==> src/bch_regs.vh <==
`ifndef BCH_REGS_VH
`define BCH_REGS_VH
// Timing counts at 50 MHz
`define BCH_CLK_MHZ 50
`define BCH_INIT_US 10
`define BCH_INIT_CYC (`BCH_INIT_US * `BCH_CLK_MHZ)
`define BCH_TRAIN_CYC 64
// DPCD addresses
`define BCH_DPCD_MAX_LANE 20'h00002
`define BCH_DPCD_LANE_SET 20'h00101
`define BCH_DPCD_TRAIN_PAT 20'h00102
`define BCH_DPCD_LANE_STAT 20'h00202
`define BCH_DPCD_VEND_BASE 20'h00510
`define BCH_VEND_REGS 8
// Reset values and fields
`define BCH_MAX_LANE_RST 8'h02
`define BCH_ENH_FRAME_BIT 7
`define BCH_ASSR_BIT 0
`define BCH_AUX_NATIVE 1'b0
`define BCH_AUX_I2C 1'b1
`endif

==> src/bch_trainer.v <==
`timescale 1ns/1ps
`include "bch_regs.vh"
module bch_trainer
(
   input wire clock,
   input wire run,
   input wire [1:0] pattern,
   input wire fast_mode,
   output reg [3:0] eq_setting,
   output reg locked
);
   localparam [31:0] TRAIN_LAST = `BCH_TRAIN_CYC - 1;
   reg [7:0] count;
   always @(posedge clock)
   begin
      if (!run || pattern == 2'h0)
      begin
         count <= 8'h00;
         locked <= 1'b0;
         eq_setting <= 4'h0;
      end
      else if (!locked)
      begin
         // Sweep settings, keep the one reached at end of search
         count <= count + 8'h01;
         eq_setting <= count[5:2];
         if (fast_mode || count == TRAIN_LAST[7:0])
            locked <= 1'b1;
      end
   end
endmodule // bch_trainer

==> src/bch_control.v <==
// What this block does
// - Power-down low holds device idle apart from the JTAG routing.
// - Reset low holds device in reset.
// - Reset release restores all default values.
// - Test strap high makes pins JTAG.
// - Pins one-four map to TCK TMS TDI TDO.
// - Address strap selects bus address only.
// - Receiver has two lanes and AUX.
// - Fast or full training both complete.
// - Support scrambler seed reset and enhanced framing.
// - Training searches and picks equaliser setting.
// - Native AUX services DPCD registers.
// - I2C-over-AUX forwarded to panel DDC.
// - Hot-plug low until initialisation done.
// - Hot-plug asserted after initialisation.
// - Default max lane count two at 00002h.
// - Vendor registers at base 0x00510 plus offset.
`timescale 1ns/1ps
`include "bch_regs.vh"
module bch_control
(
   input wire clock,
   input wire reset,
   input wire deep_sleep_in_low,
   input wire chip_reset_in_low,
   input wire bus_addr_strap,
   input wire scan_strap_select,
   input wire strap_pin_one,
   input wire strap_pin_two,
   input wire strap_pin_three,
   input wire strap_pin_four,
   input wire tdo_data,
   input wire aux_req,
   input wire aux_type,
   input wire aux_write,
   input wire [19:0] aux_addr,
   input wire [7:0] aux_wdata,
   input wire ddc_ack,
   input wire [7:0] ddc_rdata,
   output reg sink_hotplug_out,
   output reg strap_pin_four_out,
   output reg strap_pin_four_oe,
   output reg jtag_tck,
   output reg jtag_tms,
   output reg jtag_tdi,
   output reg active,
   output reg [3:0] cfg_latched,
   output reg addr_sel,
   output reg aux_ack,
   output reg [7:0] aux_rdata,
   output reg ddc_req,
   output reg ddc_write,
   output reg [19:0] ddc_addr,
   output reg [7:0] ddc_wdata,
   output reg [1:0] lane_count,
   output reg enh_framing,
   output reg assr_enable,
   output reg train_locked,
   output reg [3:0] eq_setting
);
   localparam ST_OFF = 4'h1;
   localparam ST_SAMPLE = 4'h2;
   localparam ST_INIT = 4'h4;
   localparam ST_RUN = 4'h8;

   reg [3:0] state;
   reg [3:0] next_state;
   reg [15:0] init_count;
   reg [7:0] max_lane;
   reg [7:0] lane_set;
   reg [7:0] train_pat;
   reg [7:0] vend_reg [0:`BCH_VEND_REGS-1];
   reg ddc_busy;
   wire hold;
   wire locked_w;
   wire [3:0] eq_w;
   wire vend_hit;
   wire [19:0] vend_off;
   wire [5:0] dec_sel;
   integer i;

   localparam [31:0] INIT_LAST = `BCH_INIT_CYC - 1;

   // Address decode for the native path, one-hot so each target is a single bit
   function [5:0] dpcd_decode;
      input [19:0] addr;
      input in_vendor;
      begin
         if (addr == `BCH_DPCD_MAX_LANE)
            dpcd_decode = 6'h01;
         else if (addr == `BCH_DPCD_LANE_SET)
            dpcd_decode = 6'h02;
         else if (addr == `BCH_DPCD_TRAIN_PAT)
            dpcd_decode = 6'h04;
         else if (addr == `BCH_DPCD_LANE_STAT)
            dpcd_decode = 6'h08;
         else if (in_vendor)
            dpcd_decode = 6'h10;
         else
            dpcd_decode = 6'h20;
      end
   endfunction

   // Either pin low forces the block, apart from the JTAG routing, back to its off state
   assign hold = reset || !deep_sleep_in_low || !chip_reset_in_low;
   assign vend_off = aux_addr - `BCH_DPCD_VEND_BASE;
   assign vend_hit = aux_addr >= `BCH_DPCD_VEND_BASE
      && vend_off < `BCH_VEND_REGS;
   assign dec_sel = dpcd_decode(aux_addr, vend_hit);

   bch_trainer u_trainer
   (
      .clock(clock),
      .run(active && !hold),
      .pattern(train_pat[1:0]),
      .fast_mode(train_pat[7]),
      .eq_setting(eq_w),
      .locked(locked_w)
   );

   always @*
   begin
      next_state = state;
      case (state)
         ST_OFF:
         begin
            next_state = ST_SAMPLE;
         end
         ST_SAMPLE:
         begin
            // One cycle for the straps to be captured
            next_state = ST_INIT;
         end
         ST_INIT:
         begin
            // Fixed wait stands in for the internal start-up work
            if (init_count == INIT_LAST[15:0])
               next_state = ST_RUN;
         end
         ST_RUN:
         begin
            next_state = ST_RUN;
         end
         default:
         begin
            next_state = ST_OFF;
         end
      endcase
   end

   always @(posedge clock)
   begin
      if (hold)
      begin
         // Everything back to defaults on release
         state <= ST_OFF;
         init_count <= 16'h0000;
         sink_hotplug_out <= 1'b0;
         active <= 1'b0;
         cfg_latched <= 4'h0;
         addr_sel <= 1'b0;
         max_lane <= `BCH_MAX_LANE_RST;
         lane_set <= 8'h00;
         train_pat <= 8'h00;
         aux_ack <= 1'b0;
         aux_rdata <= 8'h00;
         ddc_req <= 1'b0;
         ddc_write <= 1'b0;
         ddc_addr <= 20'h00000;
         ddc_wdata <= 8'h00;
         ddc_busy <= 1'b0;
         for (i = 0; i < `BCH_VEND_REGS; i = i + 1)
            vend_reg[i] <= 8'h00;
      end
      else
      begin
         state <= next_state;
         if (state == ST_SAMPLE)
         begin
            // The four pin straps are only meaningful in configuration use; the address strap is always taken
            if (!scan_strap_select)
               cfg_latched <= {strap_pin_four, strap_pin_three,
                  strap_pin_two, strap_pin_one};
            addr_sel <= bus_addr_strap;
         end
         if (state == ST_INIT)
            init_count <= init_count + 16'h0001;
         if (state == ST_RUN)
         begin
            sink_hotplug_out <= 1'b1;
            active <= 1'b1;
         end
         aux_ack <= 1'b0;
         ddc_req <= 1'b0;
         // AUX only serviced once hot-plug is up
         if (active && aux_req && !ddc_busy && !aux_ack)
         begin
            if (aux_type == `BCH_AUX_I2C)
            begin
               ddc_req <= 1'b1;
               ddc_write <= aux_write;
               ddc_addr <= aux_addr;
               ddc_wdata <= aux_wdata;
               ddc_busy <= 1'b1;
            end
            else
            begin
               aux_ack <= 1'b1;
               aux_rdata <= 8'h00;
               case (dec_sel)
                  6'h01:
                  begin
                     if (aux_write)
                        max_lane <= aux_wdata;
                     else
                        aux_rdata <= max_lane;
                  end
                  6'h02:
                  begin
                     if (aux_write)
                        lane_set <= aux_wdata;
                     else
                        aux_rdata <= lane_set;
                  end
                  6'h04:
                  begin
                     if (aux_write)
                        train_pat <= aux_wdata;
                     else
                        aux_rdata <= train_pat;
                  end
                  6'h08:
                  begin
                     // Status is read-only; writes fall away
                     aux_rdata <= {3'h0, train_locked, eq_setting};
                  end
                  6'h10:
                  begin
                     if (aux_write)
                        vend_reg[vend_off[2:0]] <= aux_wdata;
                     else
                        aux_rdata <= vend_reg[vend_off[2:0]];
                  end
                  default:
                  begin
                     // Unmapped reads give zero so the source never sees stale data
                     aux_rdata <= 8'h00;
                  end
               endcase
            end
         end
         if (ddc_busy && ddc_ack)
         begin
            ddc_busy <= 1'b0;
            aux_ack <= 1'b1;
            aux_rdata <= ddc_rdata;
         end
      end
   end

   // Registered outputs; lane count capped at the two-lane main link
   always @(posedge clock)
   begin
      if (hold)
      begin
         lane_count <= 2'h2;
         enh_framing <= 1'b0;
         assr_enable <= 1'b0;
         train_locked <= 1'b0;
         eq_setting <= 4'h0;
      end
      else
      begin
         lane_count <= (lane_set[4:0] == 5'h01 || max_lane == 8'h01) ? 2'h1 : 2'h2;
         enh_framing <= lane_set[`BCH_ENH_FRAME_BIT];
         assr_enable <= vend_reg[0][`BCH_ASSR_BIT];
         train_locked <= locked_w;
         eq_setting <= eq_w;
      end
   end

   // JTAG routing is live during reset so test access never needs the core running
   always @(posedge clock)
   begin
      jtag_tck <= scan_strap_select & strap_pin_one;
      jtag_tms <= scan_strap_select & strap_pin_two;
      jtag_tdi <= scan_strap_select & strap_pin_three;
      strap_pin_four_oe <= scan_strap_select;
      strap_pin_four_out <= scan_strap_select & tdo_data;
   end
endmodule // bch_control

==> config.mk <==
export PLATFORM = sky130hd
export DESIGN_NAME = bch_control
export DESIGN_NICKNAME = d
export VERILOG_FILES = /design/src/bch_trainer.v /design/src/bch_control.v
export VERILOG_INCLUDE_DIRS = /design/src /design/src/src
export SDC_FILE = /design/constraint.sdc
export NUM_CORES = 1
export LEC_CHECK = 0
export BUFFER_PORTS_ARGS = -buffer_cell sky130_fd_sc_hd__clkbuf_2
export CORE_ASPECT_RATIO = 1.75
export CORE_MARGIN = 1
export CORE_UTILIZATION = 52
export CTS_CLUSTER_DIAMETER = 80
export DETAILED_ROUTE_END_ITERATION = 6
export PLACE_DENSITY = 0.84
export SETUP_SLACK_MARGIN = 0.02
export SYNTH_ARGS = -nofsm -noshare
export SYNTH_HDL_FRONTEND = slang
export SYNTH_SLANG_ARGS = --single-unit
==> constraint.sdc <==
create_clock -name clock -period 2.7 [get_ports clock]
set_input_delay 0.135 -clock clock [delete_from_list [all_inputs] [get_ports clock]]
set_output_delay 0.135 -clock clock [all_outputs]
set_load 0.02 [all_outputs]
==> results of run 1 <==
-- path summary, 6_finish.rpt --
path,to,from,slack (ns)
setup / recovery,vend_reg[2][6],aux_addr[7],0.08
hold / removal,ddc_addr[12],aux_addr[12],0.01
setup reg to reg,vend_reg[2][3],ddc_busy,0.29
hold reg to reg,ddc_addr[19],ddc_addr[19],0.46
-- cells in the final DEF (no fill, tap or decap), types with 6 or more instances in the layout --
cell type,n
sky130_fd_sc_hd__dlygate4sd3_1,18
sky130_fd_sc_hd__a22o_1,6
sky130_fd_sc_hd__xor2_1,19
sky130_fd_sc_hd__nor2_1,79
sky130_fd_sc_hd__clkbuf_2,110
sky130_fd_sc_hd__buf_4,47
sky130_fd_sc_hd__and3_1,30
sky130_fd_sc_hd__mux4_2,6
sky130_fd_sc_hd__and2_1,58
sky130_fd_sc_hd__nand2_1,85
sky130_fd_sc_hd__a21oi_1,44
sky130_fd_sc_hd__nand3_1,19
sky130_fd_sc_hd__edfxtp_1,64
sky130_fd_sc_hd__a222oi_1,6
sky130_fd_sc_hd__nor2b_1,11
sky130_fd_sc_hd__o21ai_0,12
sky130_fd_sc_hd__nor4_1,8
sky130_fd_sc_hd__nor3_1,10
sky130_fd_sc_hd__clkbuf_16,17
sky130_fd_sc_hd__mux2_2,9
sky130_fd_sc_hd__mux2i_1,40
sky130_fd_sc_hd__dfxtp_1,117
sky130_fd_sc_hd__a22oi_1,15
-- critical path: cells and delay by family --
family / cells / cell delay [ns]
buffers and inverters: 5 / 1.23
AO/OA/AOI/OAI: 3 / 0.79
AND/OR/NAND/NOR: 2 / 0.59
-- cell type report --
class	count	area [um^2]
Clock buffer	17	425
Timing Repair Buffer	176	1100
Fill cell	1102	5200
Multi-Input combinational cell	535	3430
Inverter	5	18.8
Sequential cell	181	4260
Clock inverter	15	163
Tap cell	183	229
-- what timing repair did --
item / in CTS / in global routing
buffers inserted: 0 / 1
endpoints found under the hold margin: 21 / 0
endpoints found under the setup margin: 0 / 92
hold buffers: 18 / 0
gates resized for setup: 0 / 11
-- cell families (layout without fill, tap and decap cells) --
| family | Yosys count | in the layout | share of synthesized area |
|---|---|---|---|
| adder cells (fa/ha/maj) | 2 | 2 | 0.00318 |
| buffers and inverters | 51 | 213 | 0.0289 |
| flip-flops | 181 | 181 | 0.541 |
| XOR/XNOR | 24 | 24 | 0.0267 |
| multiplexers | 55 | 55 | 0.0808 |
| AND/OR/NAND/NOR | 339 | 340 | 0.226 |
| AO/OA/AOI/OAI | 114 | 114 | 0.0936 |
-- routing by layer --
metal	routed length (um)	part of all wire	vias up
li1	-	-	3023
met1	7500	0.34	3201
met2	11700	0.53	347
met3	1380	0.062	112
met4	1560	0.071	0
met5	0	0	-
-- where the power goes --
group / switching, mW / leakage (nW) / internal (mW)
combinational: 0.190 / 1.83 / 0.117
clock: 1.14 / 0.283 / 1.31
sequential: 0.0186 / 1.69 / 2.85
-- stage by stage --
stage                     std cells  utilization  area, um^2
after floorplan                 766            -        7880
after global placement         1060        0.594        8810
after detailed placement       1060        0.594        8810
after CTS                      1110        0.646        9580
after global routing           1112        0.649        9630
final                          1112        0.649        9630
==> results.md, run 1 <==
* Global-route wire length before repair at about 34000 um
* Worst-path clk slew at approximately 0.07 ns
* Required time at the worst-slack endpoint at 2.84 ns
* Kind of path behind the tightest hold check: in -> reg
* Vias per cell at ~6
* Worst hold path stage count at 3
* Number of nets in the synthesized netlist at 819
* Seq/Total Area, Yosys at 0.541
* Distinct cells, synth at 60
* CTS tree: built
* Chain of cells forming the critical path: dlygate4sd3_1 > clkbuf_2 > or4_1 > nand3_1 > o2111ai_2 > a2111o_1 > buf_4 > buf_12 > o21ai_0 > buf_4
* Synthesis-to-layout area growth at 22.3%
* Leftover overflow at the end of global routing at 0
* Critical path launch point type: primary input
* Number of maximum-capacitance violations at 0
* Register bit total from synthesis at roughly 180
* Share of Yosys cell area claimed by the top area cell type at 0.297
* Initial core utilization at 0.531
* GR Util met3 at 0.0576
* Warnings, synthesis at 0
* Largest stage delay on the critical path at between 0.5 and 0.6 ns
* Worst EP arrival at around 2.8 ns
* Number of nets in the finished design at ~970
* Avg Inst Size Synth at between 10 and 15 um^2
* Cells taking the most area after synthesis: sky130_fd_sc_hd__dfxtp_1 30%, sky130_fd_sc_hd__edfxtp_1 24%, sky130_fd_sc_hd__mux2i_1 5.1%
* Placeable core region at 14800 um^2
* Root cell of the clock tree: sky130_fd_sc_hd__clkbuf_16
* Number of placement rows at a little under 60
* Pin count of the biggest net entering global routing at 60
* Maximum vdd drop at ~0.0005 V
* Final count of negative-setup-slack endpoints at 0
* Highest clock frequency the design can meet at approximately 380 MHz
* Final Max Tran Viols at 0
* Setup repair after global routing missed its margin: no
* Final critical-path share of the clock period at 0.969
* Number of flip-flops in the largest register at 64
* Dpl ws at roughly 0.0047 ns
* Latest clock arrival within the worst-skew pair at ~0.43 ns
* Vias in the first global route at between 6k and 7k
* Final Hold Fails at 0
* Share of async-settable or async-resettable flops after synthesis at 0
* Cell with the most instances after synthesis: sky130_fd_sc_hd__dfxtp_1
* Global-route usage over all layers at 0.294
* First-pass iteration count of the detailed router at 5
* Die Y-Extent at between 150 and 200 um
* TritonCTS buffer count at 17
* Share of layout cells above drive strength 1 at 0.240
* R2r worst-path depth at 8
* Number of antenna violations at the first check in global routing at 0
* Clock tree buffer depth at 2
* Number of diodes added for antenna fixing at 0
* Count of clock tree sinks at 181
* Actual slew at the worst max-slew pin at about 0.97 ns
* Synth Instances at ~770
* Biggest fanout along the worst timing path at 8
* DRC viols at 0
* Buffers on Ports at 110
* Die footprint at 15700 um^2
* Cell area power density at just under 600 nW/um^2
* Routed Wire Length at ~22000 um
* Number of H-tree branching levels at 4
* Leak at roughly 3.8 nW
* Sum of negative setup slack at 0 ns
* Peak-usage layer in the global routing report: met2
* Final HPWL DP at 15400 um
* Number of synthesized flops with an enable pin at between 60 and 70
* Vias post-DR at roughly 6.7k
* Global routing usage on met2 at 0.511
* Antenna-violating nets left at 0
* Max stage delay cell, worst path: sky130_fd_sc_hd__dlygate4sd3_1
* Layout Skew at between 0.009 and 0.01 ns
* Met1 Track Usage GR at 0.317
* Hold Slack at about 0.012 ns
* Number of placed I/O pins at 111
* Drt initial violations at 589
* Total chip power at 5.63 mW
* Crit path kind: in -> reg
* Result of the run: completed
* Max transition margin at 0.352
* Post-synthesis cell area at about 7900 um^2
* Placer Congestion at between 0.9 and 1
* Most Frequent Cell on Critical Path: sky130_fd_sc_hd__buf_4
* Routed length per instance at 19.9 um
* Width of the die at between 90 and 100 um
* Top cells by instance count after synthesis: 117 x sky130_fd_sc_hd__dfxtp_1, 85 x sky130_fd_sc_hd__nand2_1, 80 x sky130_fd_sc_hd__nor2_1, 64 x sky130_fd_sc_hd__edfxtp_1, 58 x sky130_fd_sc_hd__and2_1
* Post-synth top area cell: sky130_fd_sc_hd__dfxtp_1
* Type of destination of the critical path: flop
* Post-route worst setup slack at 0.0834 ns
* Final critical delay including setup and external delays at 2.62 ns
* Main flop type after synthesis: sky130_fd_sc_hd__dfxtp_1
(Power assumes the default switching activity.)
==> run 2: changes to the inputs <==
- CELL_PAD_IN_SITES_DETAIL_PLACEMENT: default -> 2
- CELL_PAD_IN_SITES_GLOBAL_PLACEMENT: default -> 2
- CORE_UTILIZATION: 52 -> 33
==> results.md, run 2 (synthesis gave the netlist of run 1 again) <==
* Final critical delay including setup and external delays at 2.63 ns (was 2.62 ns)
* Commonest cells after routing, fill and taps aside: 117 x sky130_fd_sc_hd__dfxtp_1, 110 x sky130_fd_sc_hd__clkbuf_2, 85 x sky130_fd_sc_hd__nand2_1 (unchanged)
* Result of the run: completed (unchanged)
* Critical path launch point type: primary input (unchanged)
* Drt initial violations at 451 (was 589)
* Clock tree buffer depth at 2 (unchanged)
* DRC viols at 0 (unchanged)
* Actual slew at the worst max-slew pin at 1.04 ns (was 0.968 ns)
* Hold Slack at 0.0467 ns (was 0.0119 ns)
* Most common cell after layout, fill and taps aside: sky130_fd_sc_hd__dfxtp_1 (unchanged)
* Number of maximum-capacitance violations at 0 (unchanged)
* Leftover overflow at the end of global routing at 0 (unchanged)
* TritonCTS buffer count at 17 (unchanged)
* CTS tree: built (unchanged)
* Initial core utilization at 0.336 (was 0.531)
* Type of destination of the critical path: flop (unchanged)
* Antenna-violating nets left at 0 (unchanged)
* Global-route wire length before repair at 47000 um (was 33900 um)
* Worst EP arrival at 2.80 ns (was 2.75 ns)
* Placer Congestion at 0.840 (was 0.944)
* Vias per cell at 5.49 (was 6.01)
* Routed length per instance at 25.4 um (was 19.9 um)
* Final cell count without fillers at 1238 (was 1112)
* Vias post-DR at 6797 (was 6683)
* Final Max Tran Viols at 0 (unchanged)
* Global-route usage over all layers at 0.260 (was 0.294)
* Area used by sequential logic in the layout at 4260 um^2 (unchanged)
* Max transition margin at 0.303 (was 0.352)
* Number of nets in the finished design at 974 (was 969)
* Crit path kind: in -> reg (unchanged)
* Number of placement rows at 74 (was 59)
* Share of layout cells above drive strength 1 at 0.239 (was 0.240)
* Number of antenna violations at the first check in global routing at 0 (unchanged)
* Biggest fanout along the worst timing path at 10 (was 8)
* Number of diodes added for antenna fixing at 0 (unchanged)
* Number of placed I/O pins at 111 (unchanged)
* Number of H-tree branching levels at 4 (unchanged)
* Placeable core region at 23400 um^2 (was 14800 um^2)
* Kind of path behind the tightest hold check: in -> reg (unchanged)
* Required time at the worst-slack endpoint at 2.87 ns (was 2.84 ns)
* Layout Skew at 0.0132 ns (was 0.00901 ns)
* Vias in the first global route at 7644 (was 6455)
* Die footprint at 24500 um^2 (was 15700 um^2)
* Final critical-path share of the clock period at 0.973 (was 0.969)
* Setup repair after global routing missed its margin: no (unchanged)
* First-pass iteration count of the detailed router at 5 (unchanged)
* Leak at 3.85 nW (was 3.80 nW)
* Final HPWL DP at 20600 um (was 15400 um)
* Routed Wire Length at 31500 um (was 22200 um)
* Cell area power density at 576 nW/um^2 (was 584 nW/um^2)
* Pin count of the biggest net entering global routing at 57 (was 60)
* Number of cells in the design after placement at 1185 (was 1060)
* Worst-path clk slew at 0.07 ns (about the same)
* Sum of negative setup slack at 0 ns (unchanged)
* Buffers on Ports at 110 (unchanged)
* Number of flip-flops in the largest register at 64 (unchanged)
* Total of fill cells in the finished design at 2463 (was 1102)
* Die Y-Extent at 206 um (was 165 um)
* Latest clock arrival within the worst-skew pair at 0.46 ns (was 0.43 ns)
* Post-route worst setup slack at 0.0716 ns (was 0.0834 ns)
* Final count of negative-setup-slack endpoints at 0 (unchanged)
* Dpl ws at 0.0300 ns (was 0.00471 ns)
* Width of the die at 119 um (was 95.0 um)
* Root cell of the clock tree: sky130_fd_sc_hd__clkbuf_16 (unchanged)
* Final Hold Fails at 0 (unchanged)
* Multi-input logic area at 3450 um^2 (was 3430 um^2)
* Synthesis-to-layout area growth at 25.2% (was 22.3%)
* Maximum vdd drop at 0.000363 V (was 0.000486 V)
* Count of clock tree sinks at 181 (unchanged)
* Highest clock frequency the design can meet at 380 MHz (was 382 MHz)
-- run 2: cell types whose count changed in the layout (fill, tap and decap cells not counted), moves of 3 or more --
| cell | change |
|---|---|
| sky130_fd_sc_hd__nand2b_2 | -4 |
| sky130_fd_sc_hd__nand2b_1 | +4 |
| sky130_fd_sc_hd__dlygate4sd3_1 | +3 |
| sky130_fd_sc_hd__clkinv_2 | +4 |
| sky130_fd_sc_hd__inv_6 | -3 |
| sky130_fd_sc_hd__inv_8 | -4 |
| sky130_fd_sc_hd__inv_4 | +4 |
-- run 2: power by group --
part	switching, mW	internal (mW)	total [mW]	leakage (nW)
Combinational	0.221	0.125	0.346	1.87
Clock	1.12	1.34	2.46	0.292
Sequential	0.0221	2.85	2.87	1.69
Total	1.37	4.31	5.68	3.85
-- run 2: critical path, stage by stage --
cell and delay, ns:
sky130_fd_sc_hd__dlygate4sd3_1 0.56, sky130_fd_sc_hd__clkbuf_2 0.17, sky130_fd_sc_hd__nor3_4 0.22, sky130_fd_sc_hd__nand3_1 0.11, sky130_fd_sc_hd__or4_1 0.44, sky130_fd_sc_hd__a2111o_1 0.46, sky130_fd_sc_hd__buf_12 0.18, sky130_fd_sc_hd__nor4_4 0.16
sky130_fd_sc_hd__nand2b_1 0.18, sky130_fd_sc_hd__buf_4 0.17
-- run 2: cell type report --
| class | instances | share of cell area |
|---|---|---|
| sequential | 181 | 0.432 |
| inverter | 5 | 0.00190 |
| timing repair buffer | 182 | 0.120 |
| clock inverter | 10 | 0.00634 |
| tap | 304 | 0.0386 |
| clock buffer | 22 | 0.0514 |
| multi-input combinational | 534 | 0.349 |
-- run 2: path summary, 6_finish.rpt --
| path | from | to | slack [ns] | cells after the start |
|---|---|---|---|---|
| max | aux_addr[15] | vend_reg[4][3] | 0.07 | 10 |
| min | aux_write | ddc_write | 0.05 | 3 |
| max reg2reg | ddc_busy | vend_reg[4][3] | 0.20 | 8 |
| min reg2reg | ddc_wdata[7] | ddc_wdata[7] | 0.46 | 2 |
-- run 2: repair_timing --
item,4_1_cts,5_1_grt
hold buffers,21,0
setup endpoints to repair,0,130
gates resized for setup,0,12
setup buffers,0,0
endpoints found under the hold margin,23,0
-- run 2: through the flow --
step | power [mW] | area (um^2) | utilization
5_1_grt | 5.82 | 9860 | 0.421
2_1_floorplan | 3.06 | 7880 | -
4_1_cts | 5.68 | 9800 | 0.418
3_5_place_dp | 3.23 | 9020 | 0.385
3_3_place_gp | 3.21 | 9020 | 0.385
6_report | 5.68 | 9860 | 0.421
-- run 2: metal layers --
metal / part of all wire / vias up / GRT usage
li1: - / 3024 / -
met1: 0.35 / 3484 / 0.265
met2: 0.56 / 210 / 0.493
met3: 0.036 / 79 / 0.0428
met4: 0.052 / 0 / 0.157
met5: 0 / - / 0
==> run 3: changes to the inputs <==
- CORE_UTILIZATION: 33 -> 37
- PLACE_DENSITY: 0.84 -> 0.88
- clock period: 2.7 -> 2.8 ns (I/O delays scaled with it)
==> results.md, run 3 (synthesis gave the netlist of run 1 again) <==
* Synthesis-to-layout area growth at 23.3% (was 25.2%)
* Vias per cell at 5.90 (was 5.49)
* Final Max Tran Viols at 0 (unchanged)
* Routed Wire Length at 33500 um (was 31500 um)
* Number of cells in the design after placement at 1126 (was 1185)
* Post-Layout Inst Area at 9720 um^2 (was 9860 um^2)
* Number of maximum-capacitance violations at 0 (unchanged)
* Final count of negative-setup-slack endpoints at 0 (unchanged)
* Total of fill cells in the finished design at 2166 (was 2463)
* Number of H-tree branching levels at 4 (unchanged)
* Maximum vdd drop at 0.000484 V (was 0.000363 V)
* Final critical delay including setup and external delays at roughly 2.7 ns
* Largest stage delay on the critical path at 0.56 ns (about the same)
* Cell area power density at 583 nW/um^2 (was 576 nW/um^2)
* CTS tree: built (unchanged)
* Final critical-path share of the clock period at 0.980
* Vias post-DR at 6941 (was 6797)
* Most common cell after layout, fill and taps aside: sky130_fd_sc_hd__dfxtp_1 (unchanged)
* Vias in the first global route at 7821 (was 7644)
* Biggest fanout along the worst timing path at 11 (was 10)
* Routed length per instance at 28.5 um (was 25.4 um)
* Number of flip-flops in the largest register at 64 (unchanged)
* Dpl ws at 0.0287 ns (was 0.0300 ns)
* Leftover overflow at the end of global routing at 0 (unchanged)
* R2r worst-path depth at 7 (was 8)
* Root cell of the clock tree: sky130_fd_sc_hd__clkbuf_16 (unchanged)
* Cell Int Power at 4.25 mW (was 4.31 mW)
* Post-CTS Setup Repair Bufs at 0 (unchanged)
* Clock network fraction of total power at 0.455 (was 0.433)
* Required time at the worst-slack endpoint at 2.95 ns (was 2.87 ns)
* Die footprint at 21900 um^2 (was 24500 um^2)
* Actual slew at the worst max-slew pin at 1.11 ns (was 1.04 ns)
* Sum of negative setup slack at 0 ns (unchanged)
* Die Y-Extent at 195 um (was 206 um)
* Worst hold path stage count at 3 (unchanged)
* Post-route worst setup slack at 0.0552 ns (was 0.0716 ns)
* Setup repair after global routing missed its margin: no (unchanged)
* Global-route wire length before repair at 49400 um (was 47000 um)
* Worst EP arrival at 2.90 ns (was 2.80 ns)
* Placer Congestion at 0.862 (was 0.840)
* DRC viols at 2 (was 0)
* Buffers on Ports at 110 (unchanged)
* Largest delay contributor family on the critical path: buffers and inverters (was simple AND/OR/NAND/NOR gates)
* Type of destination of the critical path: flop (unchanged)
* Total chip power at 5.66 mW (was 5.68 mW)
* Latest clock arrival within the worst-skew pair at 0.45 ns (was 0.46 ns)
* Layout Skew at 0.0110 ns (was 0.0132 ns)
* Net switching component of the power at 1.41 mW (was 1.37 mW)
* Layout Utilization at 0.466 (was 0.421)
* Number of placement rows at 70 (was 74)
* Share of total power in sequential cells at 0.489 (was 0.506)
* Highest clock frequency the design can meet at about 360 MHz
* Critical path launch point type: primary input (unchanged)
* Result of the run: complete, but fails checks (was completed)
* Initial core utilization at 0.378 (was 0.336)
* Max transition margin at 0.254 (was 0.303)
* First-pass iteration count of the detailed router at 7 (was 5)
* Global-route usage over all layers at 0.311 (was 0.260)
* Combinational fraction of design power at 0.056 (was 0.061)
* Clock tree buffer depth at 2 (unchanged)
* Kind of path behind the tightest hold check: in -> reg (unchanged)
* Worst-path clk slew at 0.07 ns (about the same)
* Pin count of the biggest net entering global routing at 88 (was 57)
* Placeable core region at 20800 um^2 (was 23400 um^2)
* Antenna-violating nets left at 0 (unchanged)
* Commonest cells after routing, fill and taps aside: 117 x sky130_fd_sc_hd__dfxtp_1, 110 x sky130_fd_sc_hd__clkbuf_2, 85 x sky130_fd_sc_hd__nand2_1 (unchanged)
* Multi-input logic area at 3420 um^2 (was 3450 um^2)
* Leak at 3.81 nW (was 3.85 nW)
* Number of antenna violations at the first check in global routing at 1 (was 0)
* Hold Slack at 0.00373 ns (was 0.0467 ns)
* Area used by sequential logic in the layout at 4260 um^2 (unchanged)
* Final Hold Fails at 0 (unchanged)
* Placement Cell Area at 8900 um^2 (was 9020 um^2)
* Number of nets in the finished design at 964 (was 974)
* Max stage delay cell, worst path: sky130_fd_sc_hd__dlygate4sd3_1 (unchanged)
* Final cell count without fillers at 1177 (was 1238)
* Chain of cells forming the critical path: dlygate4sd3_1 > clkbuf_2 > nor2_1 > nand2_1 > or4_1 > a2111o_1 > buf_12 > o21ai_1 > buf_4 (was dlygate4sd3_1 > clkbuf_2 > nor3_4 > nand3_1 > or4_1 > a2111o_1 > buf_12 > nor4_4 > nand2b_1 > buf_4)
* Width of the die at 112 um (was 119 um)
* TritonCTS buffer count at 17 (unchanged)
* Number of buffers and inverters on the critical path at 4 (unchanged)
* Drt initial violations at 368 (was 451)
* Share of layout cells above drive strength 1 at 0.233 (was 0.239)
* Failing checks: design-rule violations
* Final HPWL DP at 20600 um (about the same)
* Number of placed I/O pins at 111 (unchanged)
* Fraction of power spent switching nets at 0.249 (was 0.241)
* Crit path kind: in -> reg (unchanged)
* Count of clock tree sinks at 181 (unchanged)
* Critical path depth in cells at 9 (was 10)
-- run 3: cell types whose count changed in the layout (fill, tap and decap cells not counted), sizes merged, moves of 2 or more --
cell,before,now
buf,51,44
dlygate4sd3,21,17
bufinv,0,2
clkbuf,132,130
-- run 3: power by group through the flow --
stage | Sequential (mW) | Combinational, mW | Clock (mW)
after global routing | 2.77 | 0.331 | 2.69
after global placement | 2.82 | 0.269 | 0
after detailed placement | 2.83 | 0.280 | 0
after CTS | 2.77 | 0.303 | 2.56
after floorplan | 2.82 | 0.128 | 0
final | 2.77 | 0.319 | 2.58
-- run 3: worst paths after layout --
path	startpoint	to	slack [ns]
max	aux_addr[19]	vend_reg[7][2]	0.06
min	aux_addr[6]	ddc_addr[6]	0.004
max reg2reg	ddc_busy	vend_reg[7][2]	0.33
min reg2reg	ddc_addr[19]	ddc_addr[19]	0.47
-- run 3: worst register-to-register path, cell delays in order, from the launching register on --
cell and delay, ns:
sky130_fd_sc_hd__dfxtp_1 0.33, sky130_fd_sc_hd__and4bb_2 0.34, sky130_fd_sc_hd__and2_1 0.20, sky130_fd_sc_hd__nand2_1 0.18, sky130_fd_sc_hd__a2111o_1 0.45, sky130_fd_sc_hd__buf_12 0.18, sky130_fd_sc_hd__o21ai_1 0.25, sky130_fd_sc_hd__buf_4 0.23
-- run 3: cell type report --
| class | instances | share of cell area |
|---|---|---|
| clock buffer | 20 | 0.0493 |
| inverter | 5 | 0.00193 |
| sequential | 181 | 0.439 |
| tap | 252 | 0.0324 |
| timing repair buffer | 171 | 0.112 |
| antenna | 1 | 0.000258 |
| clock inverter | 12 | 0.0134 |
| multi-input combinational | 535 | 0.352 |
-- run 3: what timing repair did --
item / in CTS / in global routing
endpoints found under the hold margin: 19 / 0
endpoints found under the setup margin: 0 / 79
gates resized for setup: 0 / 9
hold buffers: 17 / 0
-- run 3: metal layers --
metal / track usage / routed length [um]
met1: 0.308 / 11500
met2: 0.586 / 18500
met3: 0.0565 / 1280
met4: 0.200 / 2220
met5: 0 / 0
